$ cat config.mk
export PLATFORM = sky130hd
export DESIGN_NAME = ubrg_top
export DESIGN_NICKNAME = d
export VERILOG_FILES = /design/src/core/ubrg_pkg.sv /design/src/core/ubrg_top.sv
export VERILOG_INCLUDE_DIRS = /design/src /design/src/core
export SDC_FILE = /design/constraint.sdc
export NUM_CORES = 1
export LEC_CHECK = 0
export BUFFER_PORTS_ARGS = -buffer_cell sky130_fd_sc_hd__buf_2
export CORE_AREA = 2 2 122 65
export DETAILED_ROUTE_END_ITERATION = 7
export DIE_AREA = 0 0 124 67
export PLACE_DENSITY = 0.7
export RECOVER_POWER = 25
export SETUP_SLACK_MARGIN = 0.2
export SYNTH_ARGS = -nofsm -noshare
export SYNTH_HDL_FRONTEND = slang
export SYNTH_SLANG_ARGS = --single-unit
$ cat constraint.sdc
create_clock -name CLK_SYS_I -period 3.25 [get_ports CLK_SYS_I]
set_input_delay 0.325 -clock CLK_SYS_I [delete_from_list [all_inputs] [get_ports CLK_SYS_I]]
set_output_delay 0.325 -clock CLK_SYS_I [all_outputs]
set_load 0.02 [all_outputs]
$ cat src/core/ubrg_params.svh
// Offsets, field positions, reset values and counts of the baud generator.
// Included by its bare name; holds definitions only.
`ifndef UBRG_PARAMS_SVH
`define UBRG_PARAMS_SVH

// ----------------------------------------------------------------------
// Register offsets (byte addresses)
// ----------------------------------------------------------------------
`define UBRG_OFF_MODE 8'h00
`define UBRG_OFF_CKSEL 8'h04
`define UBRG_OFF_DIV 8'h08
`define UBRG_OFF_TXBUF 8'h0C
`define UBRG_OFF_STATUS 8'h10

// ----------------------------------------------------------------------
// Field positions
// ----------------------------------------------------------------------
`define UBRG_MODE_POWER_BIT 7
`define UBRG_MODE_TXE_BIT 6
`define UBRG_MODE_RXE_BIT 5
`define UBRG_CKSEL_MSB 3
`define UBRG_DIV_MSB 7

// ----------------------------------------------------------------------
// Reset values
// ----------------------------------------------------------------------
`define UBRG_RST_MODE 8'h00
`define UBRG_RST_CKSEL 4'h0
`define UBRG_RST_DIV 8'hFF
`define UBRG_RST_TXBUF 8'h00

// ----------------------------------------------------------------------
// Counts
// ----------------------------------------------------------------------
`define UBRG_PRESC_W 10
`define UBRG_MAX_DIV_CODE 4'hA
`define UBRG_TIMER_CODE 4'hB
`define UBRG_SYNC_STAGES 3

`endif

$ cat src/core/ubrg_pkg.sv
// Types shared by the baud generator and its surroundings.
// Assumes nothing beyond a SystemVerilog compiler.
package ubrg_pkg;

  typedef struct packed {
    logic [7:0] addr;
    logic [7:0] wdata;
    logic wr;
    logic rd;
  } ubrg_bus_req_t;

  typedef struct packed {
    logic uart_power_on;
    logic tx_enable_bit;
    logic rx_enable_bit;
    logic [4:0] spare;
  } ubrg_mode_t;

  typedef enum logic [2:0] {
    UBRG_SEL_NONE = 3'b001,
    UBRG_SEL_MODE = 3'b010,
    UBRG_SEL_OTHER = 3'b100
  } ubrg_dummy_t;

  typedef enum logic [1:0] {
    UBRG_RX_IDLE = 2'b01,
    UBRG_RX_RUN = 2'b10
  } ubrg_rx_state_t;

  typedef enum logic [2:0] {
    UBRG_REG_MODE,
    UBRG_REG_CKSEL,
    UBRG_REG_DIV,
    UBRG_REG_TXBUF,
    UBRG_REG_STATUS,
    UBRG_REG_NONE
  } ubrg_reg_t;

endpackage

$ cat src/core/ubrg_top.sv
// Baud rate generator of an asynchronous serial unit: base clock
// selection, transmit and receive divider counters, register port.
// Assumes the shifters sit outside on the same clock and report frame
// events as one-cycle pulses; the timer output may come from anywhere.
//
// Contract
// - Base clock from selected source reaches the unit only while powered.
// - With power off the base clock output stays low.
// - Transmit counter stopped at zero unless power and transmit enable.
// - Transmit counter counts base clocks once power and enable are set.
// - First transmit buffer write clears the transmit counter to zero.
// - Back-to-back frames clear the transmit counter at each frame end.
// - With nothing pending after a frame the transmit counter runs on.
// - Receive counter stopped at zero unless power and receive enable.
// - Receive counter starts only when a start bit is detected.
// - Receive counter halts after one frame until next start bit.
// - Eight-bit divisor sets counter ratio, valid from 4 to 255.
// - Bit rate equals base clock over the divisor.
// - Select codes 0..10 divide by 2^n, code 11 picks timer output.
// - Two independent eight-bit counters, one transmit, one receive.
//
// Design decisions made here: the register addresses and the strobed register port.
`timescale 1ns/100ps
`include "ubrg_params.svh"

module ubrg_top (
  input wire logic CLK_SYS_I,
  input wire logic RST_I,
  input wire logic [7:0] ADDR_I,
  input wire logic [7:0] WDATA_I,
  input wire logic WR_I,
  input wire logic RD_I,
  output logic [7:0] RDATA_O,
  input wire logic TIMER_OUT_I,
  input wire logic TX_BUSY_I,
  input wire logic TX_FRAME_DONE_I,
  input wire logic TX_NEXT_PENDING_I,
  input wire logic RX_START_I,
  input wire logic RX_FRAME_DONE_I,
  output logic BASE_CLK_O,
  output logic TX_BAUD_TICK_O,
  output logic RX_BAUD_TICK_O,
  output logic TX_LOAD_O,
  output logic [7:0] TX_DATA_O,
  output logic TX_RUN_O,
  output logic RX_RUN_O
);

  // --------------------------------------------------------------------
  // Address decode
  // --------------------------------------------------------------------
  function automatic ubrg_pkg::ubrg_reg_t reg_decode(
    input logic [7:0] addr
  );
    ubrg_pkg::ubrg_reg_t r;
    unique case (addr)
      `UBRG_OFF_MODE: r = ubrg_pkg::UBRG_REG_MODE;
      `UBRG_OFF_CKSEL: r = ubrg_pkg::UBRG_REG_CKSEL;
      `UBRG_OFF_DIV: r = ubrg_pkg::UBRG_REG_DIV;
      `UBRG_OFF_TXBUF: r = ubrg_pkg::UBRG_REG_TXBUF;
      `UBRG_OFF_STATUS: r = ubrg_pkg::UBRG_REG_STATUS;
      default: r = ubrg_pkg::UBRG_REG_NONE;
    endcase
    return r;
  endfunction

  ubrg_pkg::ubrg_bus_req_t req;
  ubrg_pkg::ubrg_reg_t wr_sel;
  ubrg_pkg::ubrg_reg_t rd_sel;

  assign req = '{addr: ADDR_I, wdata: WDATA_I, wr: WR_I, rd: RD_I};
  assign wr_sel = reg_decode(req.addr);
  assign rd_sel = reg_decode(req.addr);

  // --------------------------------------------------------------------
  // Software registers
  // --------------------------------------------------------------------
  ubrg_pkg::ubrg_mode_t mode_q;
  logic [3:0] cksel_q;
  logic [7:0] div_q;
  logic [7:0] txbuf_q;
  logic tx_load_q;
  logic txbuf_wr;

  assign txbuf_wr = req.wr && (wr_sel == ubrg_pkg::UBRG_REG_TXBUF);

  always_ff @(posedge CLK_SYS_I) begin
    if (RST_I) begin
      mode_q <= `UBRG_RST_MODE;
    end else if (req.wr && wr_sel == ubrg_pkg::UBRG_REG_MODE) begin
      mode_q <= req.wdata;
    end
  end

  always_ff @(posedge CLK_SYS_I) begin
    if (RST_I) begin
      cksel_q <= `UBRG_RST_CKSEL;
    end else if (req.wr && wr_sel == ubrg_pkg::UBRG_REG_CKSEL) begin
      cksel_q <= req.wdata[`UBRG_CKSEL_MSB:0];
    end
  end

  // Divisor below 4 is left to software to avoid
  // software limit
  always_ff @(posedge CLK_SYS_I) begin
    if (RST_I) begin
      div_q <= `UBRG_RST_DIV;
    end else if (req.wr && wr_sel == ubrg_pkg::UBRG_REG_DIV) begin
      div_q <= req.wdata[`UBRG_DIV_MSB:0];
    end
  end

  // Buffer write hands the byte to the transmitter
  always_ff @(posedge CLK_SYS_I) begin
    if (RST_I) begin
      txbuf_q <= `UBRG_RST_TXBUF;
      tx_load_q <= 1'b0;
    end else begin
      tx_load_q <= txbuf_wr;
      if (txbuf_wr) begin
        txbuf_q <= req.wdata;
      end
    end
  end

  logic power_on;
  logic tx_on;
  logic rx_on;

  assign power_on = mode_q.uart_power_on;
  assign tx_on = mode_q.uart_power_on && mode_q.tx_enable_bit;
  assign rx_on = mode_q.uart_power_on && mode_q.rx_enable_bit;

  // --------------------------------------------------------------------
  // Timer output synchroniser
  // --------------------------------------------------------------------
  // Stage 0 feeds only stage 1; stages 1 and 2 must agree to count
  logic [`UBRG_SYNC_STAGES-1:0] tmr_sync_q;
  logic tmr_level_q;
  logic tmr_rise;

  always_ff @(posedge CLK_SYS_I) begin
    if (RST_I) begin
      tmr_sync_q <= '0;
    end else begin
      tmr_sync_q <= {tmr_sync_q[1:0], TIMER_OUT_I};
    end
  end

  always_ff @(posedge CLK_SYS_I) begin
    if (RST_I) begin
      tmr_level_q <= 1'b0;
    end else if (tmr_sync_q[1] == tmr_sync_q[2]) begin
      tmr_level_q <= tmr_sync_q[2];
    end
  end

  assign tmr_rise = (tmr_sync_q[1] == tmr_sync_q[2]) && tmr_sync_q[2] &&
                    !tmr_level_q;

  // --------------------------------------------------------------------
  // Prescaler and base clock select
  // --------------------------------------------------------------------
  // Base clock is carried as a one-cycle tick per base period
  logic [`UBRG_PRESC_W-1:0] presc_q;
  logic [`UBRG_PRESC_W:0] div_tick;
  logic base_tick;

  always_ff @(posedge CLK_SYS_I) begin
    if (RST_I || !power_on) begin
      presc_q <= '0;
    end else begin
      presc_q <= presc_q + 1'b1;
    end
  end

  assign div_tick[0] = 1'b1;
  genvar gi;
  generate
    for (gi = 1; gi <= `UBRG_PRESC_W; gi = gi + 1) begin : g_tick
      assign div_tick[gi] = &presc_q[gi-1:0];
    end
  endgenerate

  always_comb begin
    if (cksel_q <= `UBRG_MAX_DIV_CODE) begin
      base_tick = div_tick[cksel_q];
    end else if (cksel_q == `UBRG_TIMER_CODE) begin
      base_tick = tmr_rise;
    end else begin
      base_tick = 1'b0;
    end
  end

  logic base_q;
  logic base_on;

  assign base_on = power_on && base_tick;

  always_ff @(posedge CLK_SYS_I) begin
    if (RST_I) begin
      base_q <= 1'b0;
    end else begin
      base_q <= base_on;
    end
  end

  // --------------------------------------------------------------------
  // Transmit divider counter
  // --------------------------------------------------------------------
  // own counter
  logic [7:0] tx_cnt_q;
  logic tx_tick_q;
  logic tx_clear;
  logic tx_wrap;

  assign tx_clear = (txbuf_wr && !TX_BUSY_I) ||
                    (TX_FRAME_DONE_I && TX_NEXT_PENDING_I);
  assign tx_wrap = base_on && (tx_cnt_q >= div_q - 8'h01);

  always_ff @(posedge CLK_SYS_I) begin
    if (RST_I || !tx_on || tx_clear) begin
      tx_cnt_q <= 8'h00;
    end else if (tx_wrap) begin
      tx_cnt_q <= 8'h00;
    end else if (base_on) begin
      tx_cnt_q <= tx_cnt_q + 8'h01;
    end
  end

  always_ff @(posedge CLK_SYS_I) begin
    if (RST_I) begin
      tx_tick_q <= 1'b0;
    end else begin
      tx_tick_q <= tx_on && !tx_clear && tx_wrap;
    end
  end

  // --------------------------------------------------------------------
  // Receive divider counter
  // --------------------------------------------------------------------
  ubrg_pkg::ubrg_rx_state_t rx_state_q;
  logic [7:0] rx_cnt_q;
  logic rx_tick_q;
  logic rx_wrap;
  logic rx_running;

  always_ff @(posedge CLK_SYS_I) begin
    if (RST_I || !rx_on) begin
      rx_state_q <= ubrg_pkg::UBRG_RX_IDLE;
    end else begin
      unique case (rx_state_q)
        ubrg_pkg::UBRG_RX_IDLE: begin
          if (RX_START_I) begin
            rx_state_q <= ubrg_pkg::UBRG_RX_RUN;
          end
        end
        ubrg_pkg::UBRG_RX_RUN: begin
          if (RX_FRAME_DONE_I) begin
            rx_state_q <= ubrg_pkg::UBRG_RX_IDLE;
          end
        end
        default: rx_state_q <= ubrg_pkg::UBRG_RX_IDLE;
      endcase
    end
  end

  assign rx_running = (rx_state_q == ubrg_pkg::UBRG_RX_RUN);
  assign rx_wrap = base_on && (rx_cnt_q >= div_q - 8'h01);

  always_ff @(posedge CLK_SYS_I) begin
    if (RST_I || !rx_on || !rx_running) begin
      rx_cnt_q <= 8'h00;
    end else if (rx_wrap) begin
      rx_cnt_q <= 8'h00;
    end else if (base_on) begin
      rx_cnt_q <= rx_cnt_q + 8'h01;
    end
  end

  always_ff @(posedge CLK_SYS_I) begin
    if (RST_I) begin
      rx_tick_q <= 1'b0;
    end else begin
      rx_tick_q <= rx_on && rx_running && rx_wrap;
    end
  end

  // --------------------------------------------------------------------
  // Read port
  // --------------------------------------------------------------------
  logic [7:0] rdata_q;
  logic [7:0] status;

  assign status = {power_on, tx_on, rx_on, rx_running,
                   tmr_level_q, base_q, 2'h0};

  // Unmapped reads and unused mode bits return zero
  always_ff @(posedge CLK_SYS_I) begin
    if (RST_I) begin
      rdata_q <= 8'h00;
    end else if (req.rd) begin
      unique case (rd_sel)
        ubrg_pkg::UBRG_REG_MODE: rdata_q <= {mode_q[7:5], 5'h00};
        ubrg_pkg::UBRG_REG_CKSEL: rdata_q <= {4'h0, cksel_q};
        ubrg_pkg::UBRG_REG_DIV: rdata_q <= div_q;
        ubrg_pkg::UBRG_REG_TXBUF: rdata_q <= txbuf_q;
        ubrg_pkg::UBRG_REG_STATUS: rdata_q <= status;
        ubrg_pkg::UBRG_REG_NONE: rdata_q <= 8'h00;
      endcase
    end else begin
      rdata_q <= 8'h00;
    end
  end

  // --------------------------------------------------------------------
  // Outputs
  // --------------------------------------------------------------------
  assign RDATA_O = rdata_q;
  assign BASE_CLK_O = base_q;
  assign TX_BAUD_TICK_O = tx_tick_q;
  assign RX_BAUD_TICK_O = rx_tick_q;
  assign TX_LOAD_O = tx_load_q;
  assign TX_DATA_O = txbuf_q;
  assign TX_RUN_O = tx_on;
  assign RX_RUN_O = rx_running;

endmodule

==> impl_metrics.py, run 1 <==
metrics = {
    "run_status": {
        "status": "completed",
    },
    "sta": {
        "period_minus_slack_ps": 2700,
        "fin_worst_skew_ps": 2.63,
        "hold_viol_final": 0,
        "maxSlewViolCount": 0,
        "period_share_pct": 83.1,
        "finalSetupTns_ps": 0,
        "postLayoutSetupSlackWorst_ps": 551,
        "rsz0062_at_grt": "false",
        "max_freq_mhz": 370,
        "setup_viol": 0,
        "slew_headroom_pct": 7.25,
        "worst_pin_slew_ps": 1390,
    },
    "clocking": {
        "postCtsSetupRepairBufs": 0,
        "cts_tree": "done",
        "clock-sinks": 67,
        "clock_latency_ps": 330,
        "htree_levels": 3,
        "cts_resized": 0,
        "holdBufCountCts": 0,
        "clkTransAtPathRegs_ps": 50,
        "clock_path_buffers": 2,
        "cts_buffers": 9,
        "root_buffer": "clkbuf_16",
    },
    "die": {
        "die_w_um": 124,
        "start_util_pct": 49.3,
        "core_um2": 7160,
        "ioPinCount": 48,
        "dieArea_um2": 8310,
        "die_h_um": 67,
        "num_rows": 22,
    },
    "power": {
        "switchingPower_mw": 0.384,
        "total_power_mw": 1.90,
        "internal_power_mw": 1.52,
        "switching_share_pct": 20.2,
        "clockPowerShare_pct": 53.3,
        "combPwrFrac_pct": 3.2,
        "vdd_drop_max_mv": 0.324,
        "seqPwrFrac_pct": 43.4,
        "power_density_nw_per_um2": 463,
        "p_leak_nw": 1.61,
    },
    "routing": {
        "num_vias": 3270,
        "wl_per_cell_um": 16.2,
        "viasPerCell": 5.81,
        "drt_wl_total_um": 9090,
        "drtAntennaViolNets": 0,
        "wl_met2_um": 3560,
        "met1_length_um": 4820,
        "top_layer_used": "met4",
        "drc_errors": 0,
        "drt_first_pass_iters": 4,
        "initialDrtViolationCount": 362,
        "wl_met3_um": 661,
    },
    "worst_setup_path": {
        "critPathMaxFanout": 19,
        "crit_type": "flip-flop to flip-flop",
        "cp-start-kind": "flip-flop",
        "cp_top_family": "simple AND/OR/NAND/NOR gates",
        "reg2reg_from": "presc_q[0]",
        "cp-end-kind": "flip-flop",
        "worst_ep_required_time_ps": 3420,
        "critPathArrivalTime_ps": 2870,
        "cp_slowest_stage_delay_ps": 690,
        "slowest_stage": "and2_1",
        "path_cells": "ha_1 > nand3_1 > nor2_1 > ha_1 > nand2b_1 > a21boi_0 > o21ai_0 > and2_1 > buf_4 > nor2_1",
        "r2r-end": "BASE_CLK_O",
        "rrSetupSlack_ps": 550,
        "reg2reg_depth": 10,
        "critical_path_buf_inv_count": 1,
    },
    "logic_synthesis": {
        "synth.area.mux_share_pct": 4.93,
        "seq_area_frac_synth_pct": 38.0,
        "yosysWarnings": 0,
        "synth_edf_count": 0,
        "ys_types": 53,
        "synth_seq_cells": 67,
        "synthAdderAreaFrac_pct": 7.09,
        "syn_inst": 417,
        "synth-xor-area-share_pct": 2.48,
        "synth.area.top_cells": "dfxtp_1, ha_1, nor2_1",
        "synth-simple-area-share_pct": 28.4,
        "yosysTopAreaCellShare_pct": 38.0,
        "synth_top_area_cell": "dfxtp_1",
        "syn-num-nets": 463,
        "synth_top_family_by_area": "simple AND/OR/NAND/NOR gates",
        "synthArstFlopShare_pct": 0,
        "yosys_most_used_dff": "dfxtp_1",
        "syn_avg_cell_area_um2": 8.46,
        "synth_compound_area_share_pct": 14.6,
        "netlist_area_um2": 3530,
    },
    "finish": {
        "final_net_count": 508,
        "final_core_utilization_pct": 57.3,
        "fillerInstances": 681,
        "n_antenna_cell": 0,
        "fin_cells": 563,
        "multi_input_area_um2": 2030,
        "area_growth_pct": 16.3,
        "ff_latch_area_um2": 1340,
        "layout-drive-gt1-share_pct": 13.5,
    },
    "placed_design": {
        "dp.cells": 547,
        "gp_congestion": 0.911,
        "place_ws_ps": 602,
        "dp.final_hpwl_um": 6790,
        "io_buffers": 47,
    },
    "hold_path": {
        "min_path_cells": 2,
        "holdPathEnd": "tmr_sync_q[0]",
        "hold_path.class": "input port to flip-flop",
        "min_from": "TIMER_OUT_I",
    },
    "grt": {
        "grt_max_degree": 34,
        "grt_pass1_wl_um": 14900,
        "grt_pass1_vias": 2946,
        "grt_use_total_pct": 23.8,
        "grt.overflow.total": 0,
        "antenna_found_initial": 0,
    },
    "job": {
        "drv_cap": 0,
    },
}
[through the flow]
step / instance area, um^2 / hold WS, ps
2_1_floorplan: 3530 / 414
3_3_place_gp: 3810 / 420
3_5_place_dp: 3810 / 435
4_1_cts: 4120 / 201
5_1_grt: 4100 / 210
6_report: 4100 / 205
[power groups by stage]
stage	registers, mW	clock network (mW)	logic [mW]
2_1_floorplan	0.843	0	0.0323
3_3_place_gp	0.843	0	0.0599
3_5_place_dp	0.843	0	0.0604
4_1_cts	0.826	1.03	0.0609
5_1_grt	0.826	1.06	0.0681
6_report	0.826	1.01	0.0616
[how the worst max path moves through the flow]
stage	startpoint	end	slack [ps]	cells past startpoint
final	presc_q[0]	BASE_CLK_O	550	10
after global routing	presc_q[0]	rx_cnt_q[1]	240	10
after CTS	div_q[2]	tx_cnt_q[2]	590	9
after detailed placement	div_q[2]	tx_cnt_q[2]	600	9
after global placement	div_q[2]	tx_cnt_q[2]	700	9
after floorplan	div_q[2]	tx_cnt_q[2]	940	10
[cells by family after synthesis]
kind of cell	after synthesis
AND/OR/NAND/NOR	196
AO/OA/AOI/OAI	75
flip-flops	67
buffers and inverters	32
adder cells (fa/ha/maj)	20
multiplexers	17
XOR/XNOR	10
[layout make-up]
type | count | area share, %
clock inverters | 5 | 1.89
clock buffers | 11 | 5.67
inverters | 15 | 1.37
flip-flops and latches | 67 | 32.7
multi-input cells | 318 | 49.5
repair buffers | 51 | 5.95
well taps | 96 | 2.93
[cell usage in the layout (no fill, tap or decap), drive strengths merged, types with 7 or more instances in the layout]
cell type	instances
nand4	9
clkbuf	26
xnor2	7
buf	36
a21oi	19
dfxtp	67
o211ai	7
mux2i	14
nand3	36
nor2	48
a31oi	8
nand3b	9
o21ai	12
ha	20
nor2b	9
nand2	43
inv	15
[sequential cells by signal, summed over array words and instances (netlist names)]
name            count
BASE_CLK_O          1
RDATA_O             8
RX_BAUD_TICK_O      1
TX_BAUD_TICK_O      1
TX_DATA_O           8
TX_LOAD_O           1
cksel_q             4
div_q               8
mode_q              2
power_on            1
presc_q            10
rx_cnt_q            8
rx_state_q          2
tmr_level_q         1
tmr_sync_q          3
tx_cnt_q            8
[routing by layer]
layer  vias to the layer above  track usage, %
li1                       1596               -
met1                      1548            35.6
met2                       122            33.4
met3                         4            6.25
met4                         0            5.34
met5                         -               0
[Yosys cell counts (all sizes together), types with 9 or more instances]
master / count
nand4: 9
nor2b: 9
nand2: 43
nand3b: 9
a21oi: 19
clkbuf: 11
dfxtp: 67
o21ai: 12
mux2i: 14
nor2: 48
nand3: 36
inv: 15
ha: 20
(Power assumes the default switching activity.)
==> run 2, diff against run 1 <==
- PLACE_DENSITY: 0.7 -> 0.72
- clock period: 3.25 -> 2.4 ns (I/O delays scaled with it)
==> impl_metrics.py, run 2 (synthesized netlist as in run 1, its figures left out) <==
metrics = {
    "finish": {
        "area_growth_pct": 27.4,
        "ff_latch_area_um2": 1340,
        "largest-register": "presc_q",
        "multi_input_area_um2": 2210,
        "final_cell_mix": "dfxtp_1, nor2_1, nand2_1",
        "fillerInstances": 628,
        "final_common_cell": "dfxtp_1",
        "fin_cells": 587,
        "final_core_utilization_pct": 62.8,
        "n_antenna_cell": 0,
        "layout-drive-gt1-share_pct": 23.0,
        "largest_register_ffs": 10,
        "final_net_count": 532,
    },
    "grt": {
        "grt_pass1_vias": 3014,
        "antenna_found_initial": 0,
        "grt_pass1_wl_um": 16000,
        "grt.overflow.total": 0,
        "grt_use_total_pct": 26.5,
        "grt_max_degree": 30,
    },
    "hold_path": {
        "hold_path.class": "input port to flip-flop",
    },
    "run_status": {
        "status": "completed",
    },
    "sta": {
        "max_freq_mhz": 417,
        "maxSlewViolCount": 0,
        "setup_viol": 0,
        "fin_worst_skew_ps": 3.16,
        "period_minus_slack_ps": 2400,
        "postLayoutSetupSlackWorst_ps": 2.43,
        "hold_viol_final": 0,
        "holdWs_ps": 116,
        "period_share_pct": 99.9,
        "slew_headroom_pct": 27.8,
        "rsz0062_at_grt": "true",
        "worst_pin_slew_ps": 1080,
    },
    "die": {
        "die_w_um": 124,
        "dieArea_um2": 8310,
        "ioPinCount": 48,
        "core_um2": 7160,
        "num_rows": 22,
        "start_util_pct": 49.3,
        "die_h_um": 67,
    },
    "placed_design": {
        "gp_congestion": 0.920,
        "dp.cells": 563,
        "place_ws_ps": -64.8,
        "io_buffers": 47,
        "dp.final_hpwl_um": 7520,
    },
    "worst_setup_path": {
        "worst_ep_required_time_ps": 2610,
        "r2r-end": "tx_cnt_q[2]",
        "critPathArrivalTime_ps": 2610,
        "reg2reg_from": "div_q[2]",
        "cp_slowest_stage_delay_ps": 500,
        "rrSetupSlack_ps": 2,
        "cp-end-kind": "flip-flop",
        "critPathMaxFanout": 5,
        "startpoint": "div_q[2]",
        "slowest_stage": "a221o_2",
        "endpoint": "tx_cnt_q[2]",
        "cp-start-kind": "flip-flop",
        "reg2reg_depth": 9,
        "crit_type": "flip-flop to flip-flop",
        "path_cells": "or3_4 > nor3_4 > xnor2_2 > ha_1 > buf_4 > o2111ai_4 > a221o_2 > nand4_1 > o311ai_2",
    },
    "routing": {
        "drc_errors": 0,
        "initialDrtViolationCount": 522,
        "viasPerCell": 5.87,
        "drt_first_pass_iters": 5,
        "drtAntennaViolNets": 0,
        "num_vias": 3445,
        "drt_wl_total_um": 10300,
        "wl_per_cell_um": 17.6,
    },
    "clocking": {
        "clock_path_buffers": 2,
        "cts_buffers": 9,
        "holdBufCountCts": 0,
        "clock-sinks": 67,
        "cts_tree": "done",
        "root_buffer": "clkbuf_16",
        "clock_latency_ps": 330,
        "clkTransAtPathRegs_ps": 50,
        "htree_levels": 3,
    },
    "power": {
        "total_power_mw": 2.62,
        "p_leak_nw": 1.77,
        "vdd_drop_max_mv": 0.421,
        "power_density_nw_per_um2": 582,
    },
    "job": {
        "drv_cap": 0,
    },
}
## run 2: cell types whose count changed in the layout (fill, tap and decap cells not counted), sizes merged
cell / delta
buf: +23
a221o: +1
clkbuf: +1
clkinvlp: -1
## run 2: critical path: cells and delay by family (launching register included)
| kind | cells | cell delay (ps) |
|---|---|---|
| AOI/OAI and AO/OA | 3 | 720 |
| xor gates and xnor gates | 1 | 100 |
| adders and majority gates | 1 | 320 |
| buffers and inverters | 1 | 120 |
| DFF | 1 | 320 |
| and+or+nand+nor | 3 | 700 |
## run 2: worst min path at each step
stage	startpoint	endpoint	slack, ps	cells past startpoint
after floorplan	TIMER_OUT_I	tmr_sync_q[0]	370	1
after global placement	tmr_sync_q[0]	tmr_sync_q[1]	420	1
after detailed placement	tmr_sync_q[0]	tmr_sync_q[1]	430	1
after CTS	TIMER_OUT_I	tmr_sync_q[0]	110	2
after global routing	TIMER_OUT_I	tmr_sync_q[0]	140	2
final	TIMER_OUT_I	tmr_sync_q[0]	120	2
## run 2: layout make-up
| class | instances | area share, % |
|---|---|---|
| Tap cell | 96 | 2.67 |
| Multi-Input combinational cell | 319 | 49.2 |
| Clock inverter | 4 | 1.64 |
| Timing Repair Buffer | 74 | 9.88 |
| Inverter | 15 | 1.25 |
| Sequential cell | 67 | 29.9 |
| Clock buffer | 12 | 5.48 |
## run 2: what timing repair did
item / CTS / global route
setup endpoints to repair: 18 / 19
pin swaps: 13 / 14
gates resized for setup: 20 / 20
setup buffers: 3 / 4
gates cloned: 0 / 1
## run 2: report_power, final
group          switching [mW]  internal [mW]
sequential            0.00198           1.12
clock                   0.475          0.938
combinational          0.0515         0.0339
## run 2: metal layers
layer / track usage [%] / wire length (um) / part of all wire (%) / vias up
li1: - / - / - / 1651
met1: 41.1 / 5050 / 49 / 1595
met2: 33.6 / 3870 / 38 / 191
met3: 8.99 / 1310 / 13 / 8
met4: 6.46 / 82 / 0.79 / 0
met5: 0 / 0 / 0 / -
## run 2: stage by stage
stage          instance area, um^2  setup TNS (ps)
6_report                      4490               0
5_1_grt                       4490            -651
4_1_cts                       4380               0
3_5_place_dp                  3960           -74.1
3_3_place_gp                  3960           -20.4
2_1_floorplan                 3540               0
